File: src/hw/cbd_pkg.sv
// constants for the cpu bus decode and handshake block
package cbd_pkg;

  // clock rates; the bus wait-state shifter runs at the slower system rate
  localparam int unsigned CLK_HZ = 50_000_000;
  localparam int unsigned SYS_CLK_HZ = 6_000_000;
  // integer divide rounds down, so the tick is 6.25 MHz rather than 6 MHz
  localparam int unsigned SYS_DIV = CLK_HZ / SYS_CLK_HZ;
  localparam logic [3:0] SYS_DIV_LAST = 4'(SYS_DIV - 1);

  // power-on reset pulse, 0.5 s
  localparam int unsigned RESET_PULSE_MS = 500;
  localparam int unsigned RESET_PULSE_CYC = (CLK_HZ / 1000) * RESET_PULSE_MS;
  localparam int RST_CNT_W = 25;

  // upper address nibble (bits 23..20) that enables the select decoder
  localparam logic [3:0] DECODE_REGION = 4'h0;

  // select map, indexed by address bits 19..16
  localparam logic [3:0] ROM_SEL = 4'h0;
  localparam logic [3:0] BATT_RAM_SEL = 4'h1;
  localparam logic [3:0] UNBUF_SEL_LAST = 4'h1;
  localparam logic [3:0] MEM_SEL_LAST = 4'h7;
  localparam logic [3:0] IO_SEL_FIRST = 4'h8;
  localparam logic [3:0] IO_SEL_LAST = 4'hd;
  localparam logic [3:0] PERIPH_SEL_A = 4'he;
  localparam logic [3:0] PERIPH_SEL_B = 4'hf;
  localparam logic [3:0] RTC_SEL = 4'hf;

  // i/o wait-state shifter: tap three raises the strobe, tap four the ack
  localparam int SHIFT_W = 4;
  localparam int TAP_STROBE = 2;
  localparam int TAP_ACK = 3;
  localparam logic [3:0] SHIFT_CLEAR = 4'h0;

  // reset sequencer states
  typedef enum logic [1:0] {
    RST_ACTIVE = 2'b00,
    RST_RUN = 2'b01
  } cbd_rst_state_e;

endpackage

File: src/hw/cbd_top.sv
// address decode, transfer handshake, reset/halt and interrupt level encoder
// Functional notes
// - upper address bits 23..20, qualified by address strobe, enable the decoder.
// - when enabled and not masked by power fail, address bits 19..16 assert exactly one of sixteen selects.
// - selects 0-7 memories, 8-13 i/o, 14-15 peripheral handshake devices.
// - memory selects return transfer acknowledge immediately, no wait states.
// - i/o selects start shifter at system rate; third tick raises analog strobe.
// - one tick after the analog strobe, delayed transfer acknowledge asserts.
// - selects 14 or 15 assert the peripheral cycle request.
// - peripheral request also takes an external input and interrupt acknowledges.
// - active-low flag whenever the target lies outside the unbuffered region.
// - byte strobes gate read/write into separate upper/lower write and output enables.
// - power fail forces the battery-backed memory select inactive.
// - power-on or reset button gives a 0.5 s pulse to reset and halt.
// - reset and halt are driven open-drain; the processor may drive reset.
// - power fail halts the processor.
// - seven active-low requests encode to the highest pending level number.
// - power fail drives level seven; the clock tick drives level one.
// - bus buffers enabled on every access not to unbuffered memory.
// - data buffer direction follows read/write.
// - the real time clock periodic interrupt enters on request line 1.
// - power fail holds the real time clock select inactive.
`timescale 1ns/100ps
module cbd_top #(
  parameter int unsigned RESET_PULSE_CYCLES = cbd_pkg::RESET_PULSE_CYC
) (
  input wire logic clk,
  input wire logic reset,
  input wire logic addr_valid_strobe_n,
  input wire logic [7:0] addr_hi,
  input wire logic upper_byte_strobe_n,
  input wire logic lower_byte_strobe_n,
  input wire logic read_write,
  input wire logic int_ack_cycle,
  input wire logic transfer_ack_ext_n,
  input wire logic periph_req_ext_n,
  input wire logic power_fail,
  input wire logic reset_button,
  input wire logic delay_halt_req_n,
  input wire logic cpu_reset_in_n,
  input wire logic [7:2] irq_line_ext_n,
  input wire logic irq_line_1_n,
  output logic [15:0] dev_select_n,
  output logic transfer_ack_n,
  output logic analog_dev_strobe_n,
  output logic peripheral_cycle_req_n,
  output logic outside_addr_n,
  output logic buffer_enable_n,
  output logic buffer_dir_read,
  output logic upper_we_n,
  output logic lower_we_n,
  output logic upper_oe_n,
  output logic lower_oe_n,
  output logic cpu_reset_out,
  output logic cpu_reset_oe,
  output logic cpu_halt_out,
  output logic cpu_halt_oe,
  output logic [2:0] prio_level_n
);
  import cbd_pkg::*;

  // one-hot image of a select index
  function automatic logic [15:0] sel_onehot(input logic [3:0] idx);
    sel_onehot = 16'h0001 << idx;
  endfunction

  // number of the highest pending request, zero when none
  function automatic logic [2:0] prio_encode(input logic [7:1] req);
    logic [2:0] lvl;
    lvl = 3'h0;
    for (int i = 1; i <= 7; i++) begin
      if (req[i]) begin
        lvl = 3'(i);
      end
    end
    prio_encode = lvl;
  endfunction

  logic [3:0] div_cnt_reg;
  logic [SHIFT_W-1:0] io_shift_reg;
  logic [SHIFT_W-1:0] io_shift_next;
  logic [RST_CNT_W-1:0] rst_cnt_reg;
  cbd_rst_state_e rst_state_reg;
  cbd_rst_state_e rst_state_next;
  logic [15:0] dev_select_reg;
  logic transfer_ack_reg;
  logic analog_strobe_reg;
  logic periph_req_reg;
  logic outside_reg;
  logic buf_en_reg;
  logic buf_dir_reg;
  logic upper_we_reg;
  logic lower_we_reg;
  logic upper_oe_reg;
  logic lower_oe_reg;
  logic reset_oe_reg;
  logic halt_oe_reg;
  logic [2:0] prio_reg;

  // address decode
  wire strobe_on = ~addr_valid_strobe_n;
  wire [3:0] sel_idx = addr_hi[3:0];
  wire decode_en = strobe_on && (addr_hi[7:4] == DECODE_REGION);
  wire [15:0] sel_vec = decode_en ? sel_onehot(sel_idx) : 16'h0000;
  wire is_mem = decode_en && (sel_idx <= MEM_SEL_LAST);
  wire is_io = decode_en && (sel_idx >= IO_SEL_FIRST) && (sel_idx <= IO_SEL_LAST);
  wire is_periph = decode_en && (sel_idx == PERIPH_SEL_A || sel_idx == PERIPH_SEL_B);
  wire is_unbuf = decode_en && (sel_idx <= UNBUF_SEL_LAST);

  // power fail masks the battery ram and clock selects
  wire [15:0] pf_mask = power_fail ? ~(sel_onehot(BATT_RAM_SEL) | sel_onehot(RTC_SEL))
                                   : 16'hffff;
  wire [15:0] dev_select_next = ~(sel_vec & pf_mask);

  // system-rate tick for the wait-state shifter
  wire sys_tick = (div_cnt_reg == SYS_DIV_LAST);

  // shifter fills with ones while an i/o cycle lasts; a processor-driven
  // reset also clears it so a half-finished cycle cannot ack later
  always_comb begin
    io_shift_next = io_shift_reg;
    if (!is_io || !cpu_reset_in_n) begin
      io_shift_next = SHIFT_CLEAR;
    end else if (sys_tick) begin
      io_shift_next = {io_shift_reg[SHIFT_W-2:0], 1'b1};
    end
  end

  // handshake terms
  wire strobe_next = is_io && io_shift_reg[TAP_STROBE];
  wire ack_next = is_mem || (is_io && io_shift_reg[TAP_ACK])
                  || !transfer_ack_ext_n;
  wire periph_next = is_periph || !periph_req_ext_n
                     || (int_ack_cycle && strobe_on);
  wire outside_next = strobe_on && !is_unbuf;

  // byte lane gating for the unbuffered memory pairs
  wire batt_blocked = power_fail && (sel_idx == BATT_RAM_SEL);
  wire lane_mem = is_unbuf && !batt_blocked;
  wire upper_lane = lane_mem && !upper_byte_strobe_n;
  wire lower_lane = lane_mem && !lower_byte_strobe_n;

  // interrupt requests; power fail on top level, clock tick on bottom
  wire [7:1] irq_req = {(!irq_line_ext_n[7]) || power_fail, ~irq_line_ext_n[6:2],
                        !irq_line_1_n};
  wire [2:0] prio_next = prio_encode(irq_req);

  // reset sequencer
  wire pulse_on = (rst_state_reg == RST_ACTIVE);
  wire pulse_done = (rst_cnt_reg == RST_CNT_W'(RESET_PULSE_CYCLES - 1));
  always_comb begin
    case (rst_state_reg)
      RST_ACTIVE: rst_state_next = pulse_done ? RST_RUN : RST_ACTIVE;
      RST_RUN: rst_state_next = reset_button ? RST_ACTIVE : RST_RUN;
      default: rst_state_next = RST_ACTIVE;
    endcase
  end
  wire halt_next = pulse_on || power_fail || !delay_halt_req_n;

  // divider and reset counter
  always_ff @(posedge clk) begin
    if (reset) begin
      div_cnt_reg <= 4'h0;
      rst_cnt_reg <= '0;
      rst_state_reg <= RST_ACTIVE;
    end else begin
      div_cnt_reg <= sys_tick ? 4'h0 : div_cnt_reg + 4'h1;
      rst_cnt_reg <= (rst_state_next == RST_ACTIVE && !pulse_done) ? rst_cnt_reg + 1'b1 : '0;
      rst_state_reg <= rst_state_next;
    end
  end

  // bus handshake registers; every output but the tied-low cpu_reset_out and cpu_halt_out leaves from a flop
  always_ff @(posedge clk) begin
    if (reset) begin
      io_shift_reg <= SHIFT_CLEAR;
      dev_select_reg <= 16'hffff;
      transfer_ack_reg <= 1'b0;
      analog_strobe_reg <= 1'b0;
      periph_req_reg <= 1'b0;
      outside_reg <= 1'b0;
      buf_dir_reg <= 1'b1;
    end else begin
      io_shift_reg <= io_shift_next;
      dev_select_reg <= dev_select_next;
      transfer_ack_reg <= ack_next;
      analog_strobe_reg <= strobe_next;
      periph_req_reg <= periph_next;
      outside_reg <= outside_next;
      buf_dir_reg <= read_write;
    end
  end

  // byte enables, buffer enable, reset/halt drive and interrupt level
  always_ff @(posedge clk) begin
    if (reset) begin
      buf_en_reg <= 1'b0;
      upper_we_reg <= 1'b0;
      lower_we_reg <= 1'b0;
      upper_oe_reg <= 1'b0;
      lower_oe_reg <= 1'b0;
      reset_oe_reg <= 1'b1;
      halt_oe_reg <= 1'b1;
      prio_reg <= 3'h0;
    end else begin
      buf_en_reg <= outside_next;
      upper_we_reg <= upper_lane && !read_write;
      lower_we_reg <= lower_lane && !read_write;
      upper_oe_reg <= upper_lane && read_write;
      lower_oe_reg <= lower_lane && read_write;
      reset_oe_reg <= pulse_on;
      halt_oe_reg <= halt_next;
      prio_reg <= prio_next;
    end
  end

  // output mapping; open-drain pins only ever pull low
  assign dev_select_n = dev_select_reg;
  assign transfer_ack_n = !transfer_ack_reg;
  assign analog_dev_strobe_n = !analog_strobe_reg;
  assign peripheral_cycle_req_n = !periph_req_reg;
  assign outside_addr_n = !outside_reg;
  assign buffer_enable_n = !buf_en_reg;
  assign buffer_dir_read = buf_dir_reg;
  assign upper_we_n = !upper_we_reg;
  assign lower_we_n = !lower_we_reg;
  assign upper_oe_n = !upper_oe_reg;
  assign lower_oe_n = !lower_oe_reg;
  assign cpu_reset_out = 1'b0;
  assign cpu_reset_oe = reset_oe_reg;
  assign cpu_halt_out = 1'b0;
  assign cpu_halt_oe = halt_oe_reg;
  assign prio_level_n = ~prio_reg;
endmodule // cbd_top

File: config.mk
export PLATFORM = sky130hd
export DESIGN_NAME = cbd_top
export DESIGN_NICKNAME = d
export VERILOG_FILES = /design/src/hw/cbd_pkg.sv /design/src/hw/cbd_top.sv
export SDC_FILE = /design/constraint.sdc
export NUM_CORES = 1
export LEC_CHECK = 0
export BUFFER_PORTS_ARGS = -buffer_cell sky130_fd_sc_hd__buf_2
export CORE_ASPECT_RATIO = 1.1
export CORE_UTILIZATION = 47
export CTS_CLUSTER_SIZE = 10
export DETAILED_ROUTE_END_ITERATION = 10
export PLACE_DENSITY = 0.75
export SYNTH_ARGS = -nofsm -noshare
export SYNTH_HDL_FRONTEND = slang
export SYNTH_SLANG_ARGS = --single-unit
File: constraint.sdc
create_clock -name clk -period 1.7 [get_ports clk]
set_input_delay 0.34 -clock clk [delete_from_list [all_inputs] [get_ports clk]]
set_output_delay 0.34 -clock clk [all_outputs]
set_load 0.1 [all_outputs]
==> results of run 1 <==
==> worst min-delay path by stage <==
stage	startpoint	endpoint	slack (ps)
final	transfer_ack_ext_n	transfer_ack_reg	170
after global routing	transfer_ack_ext_n	transfer_ack_reg	160
after CTS	transfer_ack_ext_n	transfer_ack_reg	160
after detailed placement	rst_cnt_reg[0]	rst_cnt_reg[0]	420
after global placement	rst_cnt_reg[0]	rst_cnt_reg[0]	420
after floorplan	rst_state_reg[0]	cpu_reset_oe	380
==> power by group <==
part           switching [mW]  leakage, nW  internal [mW]
logic                   0.184        0.672         0.0752
clock network           0.570        0.101          0.751
registers              0.0149        0.525           1.52
==> cells in the final DEF (no fill, tap or decap), types with 3 or more instances in the layout <==
| cell type | netlist | final |
|---|---|---|
| clkbuf_8 | 0 | 11 |
| dfxtp_1 | 64 | 53 |
| xnor2_1 | 9 | 9 |
| nor3b_1 | 3 | 3 |
| a21oi_1 | 17 | 14 |
| a21oi_2 | 0 | 3 |
| nor2b_1 | 5 | 5 |
| o21ai_0 | 10 | 6 |
| or3_1 | 10 | 9 |
| nor3_1 | 10 | 10 |
| inv_1 | 19 | 19 |
| nand3_1 | 11 | 11 |
| o21ai_1 | 0 | 4 |
| a211o_1 | 3 | 3 |
| nand4_1 | 6 | 6 |
| buf_2 | 1 | 58 |
| dfxtp_2 | 0 | 10 |
| and3_1 | 5 | 5 |
| nand2_1 | 33 | 32 |
| buf_4 | 3 | 29 |
| or4_4 | 1 | 4 |
| xor2_1 | 5 | 5 |
| nand2b_1 | 3 | 3 |
| nor2_1 | 25 | 25 |
==> stage by stage <==
stage | power, mW | setup TNS, ps | cell area, µm²
6_report | 3.116 | -8.695 | 3313
5_1_grt | 3.235 | -344.2 | 3313
4_1_cts | 3.144 | -20.31 | 3246
3_5_place_dp | 1.819 | -574.6 | 3012
3_3_place_gp | 1.814 | -101.5 | 3012
2_1_floorplan | 1.743 | -3.358 | 2486
==> cell families (layout without fill, tap and decap cells) <==
| family | Yosys count | after routing |
|---|---|---|
| AND/OR/NAND/NOR | 133 | 133 |
| flip-flops | 64 | 64 |
| AO/OA/AOI/OAI | 36 | 36 |
| buffers and inverters | 28 | 124 |
| XOR/XNOR | 14 | 14 |
| adder cells (fa/ha/maj) | 2 | 2 |
| other | 1 | 2 |
==> final cells by class <==
class	instances	area share (%)
Sequential cell	64	39.16
Inverter	19	2.153
Multi-Input combinational cell	187	34.25
Tap cell	58	2.190
Clock buffer	11	4.569
Timing Repair Buffer	89	16.01
Clock inverter	5	1.662
==> critical path, cell delays in order, from the launching register on <==
cell,delay (ps)
dfxtp_1,370
buf_4,150
nand2_4,60
or4_4,540
or4_1,410
a21oi_1,130
==> timing repair <==
item | CTS | global route
hold buffers | 0 | 0
resized for setup | 9 | 16
pin swaps | 3 | 6
buffers inserted | 0 | 2
gates cloned | 0 | 1
setup endpoints to repair | 6 | 13
==> per-layer routing <==
layer	global-route usage [%]	up-vias
li1	-	1134
met1	23.69	991
met2	33.37	71
met3	6.162	10
met4	9.400	0
met5	0	-
==> Flow_metrics.wiki, run 1 <==
{| class="wikitable"
! Metric !! Value
|-
| Status || complete, but fails checks
|-
| Violated checks || DRC, setup timing
|-
| Maximum number of pins on one net before global-route repair || 15
|-
| Cells on worst reg2reg path || 5
|-
| Count of max-cap constraint violations || 0
|-
| Power per cell area || 940.6 nW/µm²
|-
| Aggregate global-route resource usage || approximately a fifth
|-
| Wire length of the first global-routing pass || ~8600 µm
|-
| CP Capture Point || rst_cnt_reg[24]
|-
| Via count || 2,206
|-
| Antenna cell count || 0
|-
| Number of storage elements in the synthesis netlist || 64
|-
| Aggregate global routing overflow || 0
|-
| Number of buffers inserted by port buffering || 58
|-
| Final estimated routing congestion in global placement || 0.8680
|-
| Met2 wire length || ~2400 µm
|-
| Area of the core || 5034 µm²
|-
| Capture instance of the worst register-to-register path || rst_cnt_reg[24]
|-
| Leakage power summed over all cells || 1.299 nW
|-
| Horizontal die dimension || around 71 µm
|-
| Crit path capture type || flip-flop
|-
| Worst Hold Path Cells || 2
|-
| Peak fanout along the critical path || 5
|-
| Arrival @ worst endpoint || 1980 ps
|-
| Highest signal layer in the routed design || met4
|-
| Worst-case setup slack after placement || -107.7 ps
|-
| Post-Synthesis Mean Instance Area || ~8.9 µm²
|-
| Clk Tree Root Cell || clkbuf_8
|-
| Type of the setup path with the least slack || reg -> reg
|-
| Final-layout fill cell count || 393
|-
| Cell Area, Synth || 2471 µm²
|-
| Number of top-level design ports || 61
|-
| Count of nets left with antenna violations after detail routing || 0
|-
| F_max || approximately 600 MHz
|-
| Post-route fraction of the period consumed by the critical path || 100.5%
|-
| Cell variety after synth || 42
|-
| Cell Rows || 27
|-
| Height of the die || 78.05 µm
|-
| Setup-failing EPs final || 1
|-
| Mapped Cells || 278
|-
| Half-perimeter wire length of the detailed placement result || 3797 µm
|-
| TritonCTS sink count || 64
|-
| Clock network latency to the later pin of the worst-skew pair || 340 ps
|-
| Peak supply drop || 0.6276 mV
|-
| Register area share after synthesis || 51.85%
|-
| Multi-input gate area in the final layout || 1135 µm²
|-
| Number of global-route vias before repair || 1,999
|-
| Detailed-routing iteration count for the pre-antenna-repair pass || 7
|-
| Most instantiated library cell after synthesis || dfxtp_1
|-
| Routed wire length || 5238 µm
|-
| Clock tree from TritonCTS || yes
|-
| Max-slew violation total from the final report || 0
|-
| FF/Latch Area || 1297 µm²
|-
| Met3 wire len || 381 µm
|-
| Worst endpoint required time || roughly 2000 ps
|-
| Worst hold slack || ~170 ps
|-
| Number of buffers inserted during clock tree synthesis || 9
|-
| Worst Setup Slack, final || -8.695 ps
|-
| Die Footprint || between 5000 and 6000 µm²
|-
| Clock-pin transition on the worst setup and hold timing paths || 70 ps
|-
| Number of remaining DRC errors || 11
|-
| Xor/xnor share of the synthesized area || 4.962%
|-
| # placed instances || 414
|-
| Average detailed-routed wire length per instance || 12.10 µm
|-
| Effective utilization at floorplan || 49.09%
|-
| Cell accounting for the most synthesized area || dfxtp_1
|-
| Dominant combinational cell family by area after synthesis || simple AND/OR/NAND/NOR gates
|-
| Detailed router's first-iteration violation count || 135
|-
| Fin crit period || roughly 1700 ps
|-
| Number of enable flip-flop cells after synthesis || 0
|-
| Share of synthesized area spent on multiplexers || 0%
|-
| Post-synth ARST share || 0%
|-
| Antenna violations before repair || 0
|-
| Kind of launch point of the worst setup path || flip-flop
|-
| Basic-gate share of the synthesized area counting and, or, nand and nor cells || 28.91%
|-
| Synth Area in Compound Gates || 8.304%
|-
| Flip-flop cell with the highest count after synthesis || dfxtp_1
|-
| Beginning of the critical path || rst_cnt_reg[2]
|-
| Most frequent cells after synthesis || dfxtp_1 (64), nand2_1 (33), nor2_1 (25), inv_1 (19), a21oi_1 (17)
|-
| Core utilization of the finished layout || roughly 66%
|-
| Max FFs per register || 25
|-
| Final instance count without filler cells || around 430
|-
| Worst hold path class || in -> reg
|-
| Final #Nets || 400
|-
| H-tree Lvls || 3
|-
| Top cell type's share of synthesized area || 51.85%
|-
| Synth-to-layout area growth || 34.08%
|-
| Ratio of cells with drive above 1 in the final layout || 35.20%
|-
| Maximum count of clock buffers along a single path || 2
|-
| Startpoint of the most critical register-to-register path || rst_cnt_reg[2]
|-
| Unrepaired setup endpoints after global routing || yes
|-
| Synthesis warning total || 0
|-
| Post-synthesis share of cell area spent on full adders, half adders and majority gates || 1.013%
|-
| Total routed wire length on the met1 layer || 2336 µm
|-
| Avg Vias per Cell || just over 5
|-
| Top post-synthesis cells by area || dfxtp_1 (52%), nand2_1 (5.0%), nor2_1 (3.8%)
|-
| Setup slack of the worst register-to-register path || -9 ps
|-
| Final hold viol count || 0
|-
| Worst clock skew on the final layout || around 7.6 ps
|}
Power figures use the tool's default switching activity.
==> run 2, diff against run 1 <==
--- a/config.mk
+++ b/config.mk
@@ -10,7 +10,9 @@
 export CORE_UTILIZATION = 47
 export CTS_CLUSTER_SIZE = 10
 export DETAILED_ROUTE_END_ITERATION = 10
+export GPL_TIMING_DRIVEN = 0
 export PLACE_DENSITY = 0.75
+export RECOVER_POWER = 100
 export SYNTH_ARGS = -nofsm -noshare
 export SYNTH_HDL_FRONTEND = slang
 export SYNTH_SLANG_ARGS = --single-unit
==> run 2 against run 1 <==
Net effect:
- sequential share of layout area is 0.95 points higher
- wire length up 0.92%
- highest routed layer unchanged
- clock power rose by 11%
- cell count fell by 1.8%
- the run still ends with DRC, setup timing left
- global-route usage down 0.59 points
- clock skew is 0.59 ps lower
- combinational power fell by 4%
==> Flow_metrics.wiki, run 2 (synthesized netlist as in run 1, its figures left out) <==
{| class="wikitable"
! Metric !! Value
|-
| Status || complete, but fails checks (unchanged)
|-
| Violated checks || DRC, setup timing (unchanged)
|-
| Post-Layout Inst Area || 3284 µm² (was 3313 µm²)
|-
| Maximum count of clock buffers along a single path || 2 (unchanged)
|-
| Highest-count cells in the layout ignoring fill and taps || dfxtp_1 (49), nand2_1 (32), clkbuf_2 (32), nor2_1 (25), buf_2 (24) (was buf_2 (58), dfxtp_1 (53), nand2_1 (32), buf_4 (29), nor2_1 (25))
|-
| Kind of launch point of the worst setup path || flip-flop (unchanged)
|-
| Antenna cell count || 0 (unchanged)
|-
| Hold Crit Endpoint || transfer_ack_reg (unchanged)
|-
| Fin crit period || 1749 ps (was 1709 ps)
|-
| Sequence of cells on the critical path || nand4_1, buf_4, or4_4, or3_1, a21oi_1 (was buf_4, nand2_4, or4_4, or4_1, a21oi_1)
|-
| Aggregate global routing overflow || 0 (unchanged)
|-
| Most frequent standard cell in the layout excluding fill and tap cells || dfxtp_1 (was buf_2)
|-
| Wire length of the first global-routing pass || 8238 µm (was 8618 µm)
|-
| Internal portion of total power || 2.452 mW (was 2.348 mW)
|-
| Ratio of cells with drive above 1 in the final layout || 33.79% (was 35.20%)
|-
| Number of top-level design ports || 61 (unchanged)
|-
| Setup slack of the worst register-to-register path || -50 ps (was -9 ps)
|-
| Worst endpoint required time || 1970 ps (was 1980 ps)
|-
| Least-Margin Pin Slew || 561.7 ps
|-
| Clock-pin transition on the worst setup and hold timing paths || 70 ps (about the same)
|-
| Antenna violations before repair || 0 (unchanged)
|-
| Max-slew violation total from the final report || 0 (unchanged)
|-
| Met2 wire length || 2507 µm (was 2438 µm)
|-
| Final estimated routing congestion in global placement || 0.8063 (was 0.8680)
|-
| Routed wire length || 5286 µm (was 5238 µm)
|-
| Peak supply drop || 0.4488 mV (was 0.6276 mV)
|-
| Number of buffers inserted during clock tree synthesis || 9 (unchanged)
|-
| Net switching power figure || 799.3 µW (was 768.1 µW)
|-
| Crit path largest cell delay || 430 ps (was 540 ps)
|-
| Number of global-route vias before repair || 1,888 (was 1,999)
|-
| Critical-path top delay cell || or4_4 (unchanged)
|-
| H-tree Lvls || 3 (unchanged)
|-
| Switching power as a share of total power || 24.58% (was 24.65%)
|-
| Worst-case setup slack after placement || -394.3 ps (was -107.7 ps)
|-
| Clock tree from TritonCTS || yes (unchanged)
|-
| Count of max-cap constraint violations || 0 (unchanged)
|-
| Final #Nets || 392 (was 400)
|-
| Highest signal layer in the routed design || met4 (unchanged)
|-
| Worst Setup Slack, final || -48.69 ps (was -8.695 ps)
|-
| Final-layout fill cell count || 414 (was 393)
|-
| Synth-to-layout area growth || 32.91% (was 34.08%)
|-
| TritonCTS sink count || 64 (unchanged)
|-
| Peak fanout along the critical path || 5 (unchanged)
|-
| Number of remaining DRC errors || 11 (unchanged)
|-
| Average detailed-routed wire length per instance || 12.44 µm (was 12.10 µm)
|-
| Logic pwr share || 7.7% (was 8.3%)
|-
| Type of the setup path with the least slack || reg -> reg (unchanged)
|-
| Aggregate global-route resource usage || 19.51% (was 20.10%)
|-
| Half-perimeter wire length of the detailed placement result || 3490 µm (was 3797 µm)
|-
| Met3 wire len || 293 µm (was 381 µm)
|-
| Startpoint of the most critical register-to-register path || rst_cnt_reg[8] (was rst_cnt_reg[2])
|-
| Worst Hold Path Cells || 2 (unchanged)
|-
| Final hold viol count || 0 (unchanged)
|-
| Capture instance of the worst register-to-register path || rst_cnt_reg[14] (was rst_cnt_reg[24])
|-
| Max FFs per register || 25 (unchanged)
|-
| Register share of total power || 47.1% (was 49.3%)
|-
| Horizontal die dimension || 71.14 µm (unchanged)
|-
| Worst hold path class || in -> reg (unchanged)
|-
| Leakage power summed over all cells || 1.287 nW (was 1.299 nW)
|-
| Cells on worst reg2reg path || 5 (unchanged)
|-
| Arrival @ worst endpoint || 2020 ps (was 1980 ps)
|-
| Crit path capture type || flip-flop (unchanged)
|-
| Total routed wire length on the met1 layer || 2374 µm (was 2336 µm)
|-
| Die Footprint || 5552 µm² (unchanged)
|-
| Area of placed instances || 2839 µm² (was 3012 µm²)
|-
| Height of the die || 78.05 µm (unchanged)
|-
| Clk network pwr share || 45.2% (was 42.4%)
|-
| Number of buffers inserted by port buffering || 56 (was 58)
|-
| Unrepaired setup endpoints after global routing || yes (unchanged)
|-
| Post-route fraction of the period consumed by the critical path || 102.9% (was 100.5%)
|-
| Detailed-routing iteration count for the pre-antenna-repair pass || 9 (was 7)
|-
| Via count || 2,153 (was 2,206)
|-
| Area of the core || 5034 µm² (unchanged)
|-
| Avg Vias per Cell || 5.066 (was 5.095)
|-
| # placed instances || 393 (was 414)
|-
| Count of hold-fix buffers inserted at cts || 0 (unchanged)
|-
| Final instance count without filler cells || 425 (was 433)
|-
| Count of nets left with antenna violations after detail routing || 0 (unchanged)
|-
| Power per cell area || 990.0 nW/µm² (was 940.6 nW/µm²)
|-
| Clock network latency to the later pin of the worst-skew pair || 350 ps (was 340 ps)
|-
| Power, Total || 3.252 mW (was 3.116 mW)
|-
| Effective utilization at floorplan || 49.09% (unchanged)
|-
| Setup-failing EPs final || 3 (was 1)
|-
| Clk Tree Root Cell || clkbuf_8 (unchanged)
|-
| Startpoint of the most critical hold path || transfer_ack_ext_n (unchanged)
|-
| Detailed router's first-iteration violation count || 185 (was 135)
|-
| Maximum number of pins on one net before global-route repair || 13 (was 15)
|-
| F_max || 571.9 MHz (was 585.2 MHz)
|-
| Worst clock skew on the final layout || 7.047 ps (was 7.640 ps)
|-
| Cell Rows || 27 (unchanged)
|-
| Worst-case headroom to the max-slew limit || 62.71%
|}
run 2: cell types whose count changed in the layout (fill, tap and decap cells not counted), sizes merged:
cell,change
buf,-45
clkbuf,+37
clkdlybuf4s15,-1
bufinv,+1
run 2: worst max-delay path, delay by kind of cell (launching register included):
family	cells	cell delay, ps
simple gates	3	960
flops	1	380
compound gates	1	130
buf+inv	1	210
run 2: worst max path at each step:
| stage | from | to | cells past startpoint |
|---|---|---|---|
| finish | rst_cnt_reg[8] | rst_cnt_reg[14] | 5 |
| global placement | rst_cnt_reg[15] | rst_cnt_reg[2] | 5 |
| CTS | rst_cnt_reg[1] | rst_cnt_reg[24] | 5 |
| global route | rst_cnt_reg[7] | rst_cnt_reg[14] | 5 |
| floorplan | rst_cnt_reg[4] | rst_cnt_reg[24] | 4 |
| detailed placement | rst_cnt_reg[15] | rst_cnt_reg[12] | 5 |
run 2: final cells by class:
type                       instances  area, µm²  area share [%]
timing repair buffer              73      402.9           12.27
buffer                             8      50.05           1.524
clock inverter                     6      92.59           2.819
clock buffer                      10      137.6           4.190
inverter                          19      71.32           2.171
multi-input combinational        187       1140           34.70
sequential                        64       1318           40.11
tap                               58      72.57           2.210
run 2: power by group through the flow:
stage	clock network, mW	logic (mW)	registers (mW)
finish	1.47	0.249	1.53
global placement	0	0.239	1.57
global route	1.59	0.267	1.53
CTS	1.50	0.249	1.53
floorplan	0	0.164	1.58
detailed placement	0	0.240	1.57
run 2: routing by layer:
metal,vias up,global-route usage [%]
li1,1120,-
met1,961,22.84
met2,61,31.15
met3,11,6.804
met4,0,10.80
met5,-,0
run 2: metrics by stage:
| stage | utilization (%) | hold slack [ps] | TNS, ps |
|---|---|---|---|
| after floorplan | - | 379.5 | -3.358 |
| after global placement | 56.40 | 418.4 | -8169 |
| after detailed placement | 56.40 | 422.7 | -9315 |
| after CTS | 64.80 | 146.0 | -84.62 |
| after global routing | 65.25 | 140.1 | -1474 |
| final | 65.25 | 158.1 | -104.4 |
run 2: repair_timing:
item | in CTS | in global routing
pin swaps | 10 | 9
buffers inserted | 16 | 1
resized for setup | 29 | 11
setup endpoints to repair | 24 | 24
hold endpoints to repair | 0 | 0
==> run 3, diff against run 2 <==
--- a/config.mk
+++ b/config.mk
@@ -11,6 +11,7 @@
 export CTS_CLUSTER_SIZE = 10
 export DETAILED_ROUTE_END_ITERATION = 10
 export GPL_TIMING_DRIVEN = 0
+export MAX_ROUTING_LAYER = met4
 export PLACE_DENSITY = 0.75
 export RECOVER_POWER = 100
 export SYNTH_ARGS = -nofsm -noshare
==> run 3 against run 2 <==
Net effect:
- the run still ends with DRC, setup timing left
- wire length about the same
- cell count unchanged
- clock-buffer cell count unchanged
- hold slack worse by 1.0 ps
- sequential power about the same
- largest cell class unchanged
- highest routed layer unchanged
==> Flow_metrics.wiki, run 3 (synthesized netlist as in run 1, its figures left out) <==
{| class="wikitable"
! Metric !! Value
|-
| Antenna violations before repair || 0 (unchanged)
|-
| Ratio of cells with drive above 1 in the final layout || 33.79% (unchanged)
|-
| Fraction of met2 tracks used by global routing || 31.15% (unchanged)
|-
| Aggregate global routing overflow || 0 (unchanged)
|-
| # placed instances || 393 (unchanged)
|-
| Maximum number of pins on one net before global-route repair || 13 (unchanged)
|-
| Max FFs per register || 25 (unchanged)
|-
| Count of nets left with antenna violations after detail routing || 0 (unchanged)
|-
| Unrepaired setup endpoints after global routing || yes (unchanged)
|-
| Routing layer with the top usage in global route || met2 (unchanged)
|-
| Met3 Usage GRT || 5.263% (was 6.804%)
|-
| Half-perimeter wire length of the detailed placement result || 3490 µm (unchanged)
|-
| TritonCTS sink count || 64 (unchanged)
|-
| Highest-count cells in the layout ignoring fill and taps || dfxtp_1 (49), nand2_1 (32), clkbuf_2 (32), nor2_1 (25), buf_2 (24) (unchanged)
|-
| Number of buffers inserted during clock tree synthesis || 9 (unchanged)
|-
| Power, Total || 3.254 mW (was 3.252 mW)
|-
| Worst clock skew on the final layout || 6.916 ps (was 7.047 ps)
|-
| Leakage power summed over all cells || 1.287 nW (unchanged)
|-
| Met1 demand-to-capacity share in global routing || 22.84% (unchanged)
|-
| Least-Margin Pin Slew || 561.7 ps (about the same)
|-
| Effective utilization at floorplan || 49.09% (unchanged)
|-
| Crit path largest cell delay || 430 ps (about the same)
|-
| Maximum count of clock buffers along a single path || 2 (unchanged)
|-
| Post-route fraction of the period consumed by the critical path || 103.1% (was 102.9%)
|-
| Setup-failing EPs final || 3 (unchanged)
|-
| Detailed router's first-iteration violation count || 156 (was 185)
|-
| Worst-case setup slack after placement || -394.3 ps (unchanged)
|-
| Violated checks || DRC, setup timing (unchanged)
|-
| Status || complete, but fails checks (unchanged)
|-
| Detailed-routing iteration count for the pre-antenna-repair pass || 9 (unchanged)
|-
| Height of the die || 78.05 µm (unchanged)
|-
| Sequence of cells on the critical path || nand4_1, buf_4, or4_4, or3_1, a21oi_1 (unchanged)
|-
| Count of max-cap constraint violations || 0 (unchanged)
|-
| Final instance count without filler cells || 425 (unchanged)
|-
| Worst endpoint required time || 1970 ps (about the same)
|-
| Worst hold slack || 157.1 ps (was 158.1 ps)
|-
| Clock-pin transition on the worst setup and hold timing paths || 70 ps (about the same)
|-
| Average detailed-routed wire length per instance || 12.43 µm (was 12.44 µm)
|-
| Power per cell area || 990.8 nW/µm² (was 990.0 nW/µm²)
|-
| Routed wire length || 5281 µm (was 5286 µm)
|-
| Final estimated routing congestion in global placement || 0.8180 (was 0.8063)
|-
| Number of remaining DRC errors || 11 (unchanged)
|-
| Final hold viol count || 0 (unchanged)
|-
| Crit path capture type || flip-flop (unchanged)
|-
| Aggregate global-route resource usage || 19.97% (was 19.51%)
|-
| Worst Setup Slack, final || -53.43 ps (was -48.69 ps)
|-
| Synth-to-layout area growth || 32.91% (unchanged)
|-
| Via count || 2,159 (was 2,153)
|-
| Critical-path top delay cell || or4_4 (unchanged)
|-
| Kind of launch point of the worst setup path || flip-flop (unchanged)
|-
| Antenna cell count || 0 (unchanged)
|-
| Number of global-route vias before repair || 1,902 (was 1,888)
|-
| Final #Nets || 392 (unchanged)
|-
| Horizontal die dimension || 71.14 µm (unchanged)
|-
| Most frequent standard cell in the layout excluding fill and tap cells || dfxtp_1 (unchanged)
|-
| Type of the setup path with the least slack || reg -> reg (unchanged)
|-
| Worst hold path class || in -> reg (unchanged)
|-
| Die Footprint || 5552 µm² (unchanged)
|-
| Number of top-level design ports || 61 (unchanged)
|-
| Worst-case headroom to the max-slew limit || 62.71% (about the same)
|-
| F_max || 570.3 MHz (was 571.9 MHz)
|-
| H-tree Lvls || 3 (unchanged)
|-
| Arrival @ worst endpoint || 2030 ps (was 2020 ps)
|-
| Max-slew violation total from the final report || 0 (unchanged)
|-
| Cell Rows || 27 (unchanged)
|-
| Count of hold-fix buffers inserted at cts || 0 (unchanged)
|-
| Clk Tree Root Cell || clkbuf_8 (unchanged)
|-
| Avg Vias per Cell || 5.080 (was 5.066)
|-
| Peak supply drop || 0.4469 mV (was 0.4488 mV)
|-
| Peak fanout along the critical path || 6 (was 5)
|-
| Wire length of the first global-routing pass || 8211 µm (was 8238 µm)
|-
| Clock network latency to the later pin of the worst-skew pair || 350 ps (about the same)
|-
| Area of the core || 5034 µm² (unchanged)
|-
| Fin crit period || 1753 ps (was 1749 ps)
|-
| Clock tree from TritonCTS || yes (unchanged)
|-
| Number of buffers inserted by port buffering || 56 (unchanged)
|}
-- run 3: cell counts in the layout (fill, tap and decap cells not counted) --
No cell type changed its count.
-- run 3: layout make-up --
cell class                 count  area [µm²]
inverter                      19       71.32
clock buffer                  10       137.6
multi-input combinational    187        1140
sequential                    64        1318
timing repair buffer          73       402.9
tap                           58       72.57
fill                         414        1749
clock inverter                 6       92.59
buffer                         8       50.05
-- run 3: metal layers --
| layer | part of all wire (%) | wire [µm] |
|---|---|---|
| met4 | 2.2 | 114 |
| met2 | 48 | 2541 |
| met5 | 0 | 0 |
| met1 | 44 | 2341 |
| met3 | 5.4 | 284 |
-- run 3: metrics by stage --
| step | utilization (%) | setup TNS (ps) | cell area, µm² |
|---|---|---|---|
| 5_1_grt | 65.25 | -1477 | 3284 |
| 2_1_floorplan | - | -3.358 | 2486 |
| 6_report | 65.25 | -110.5 | 3284 |
| 3_3_place_gp | 56.40 | -8169 | 2839 |
| 4_1_cts | 64.80 | -84.62 | 3262 |
| 3_5_place_dp | 56.40 | -9315 | 2839 |
-- run 3: where the power goes --
group / internal [mW] / switching [mW]
combinational: 0.0683 / 0.181
clock: 0.869 / 0.604
sequential: 1.52 / 0.0168
total: 2.45 / 0.802
-- run 3: final timing paths --
path                      startpoint                to  slack (ps)  cells past startpoint
setup reg to reg      rst_cnt_reg[7]   rst_cnt_reg[14]         -50                      5
hold reg to reg     rst_state_reg[0]      cpu_reset_oe         440                      1
setup / recovery      rst_cnt_reg[7]   rst_cnt_reg[14]         -50                      5
hold / removal    transfer_ack_ext_n  transfer_ack_reg         160                      2
-- run 3: what timing repair did --
| action | in CTS | in global routing |
|---|---|---|
| setup endpoints to repair | 24 | 24 |
| endpoints found under the hold margin | 0 | 0 |
| pin swaps | 10 | 9 |
| buffers inserted | 16 | 1 |
| cloned | 0 | 0 |
| gates resized for setup | 29 | 11 |
-- run 3: worst max-delay path, delay by kind of cell (launching register included) --
family	cells	cell delay, ps
AOI/OAI and AO/OA	1	130
buffers and inverters	1	210
DFF	1	380
and+or+nand+nor	3	970
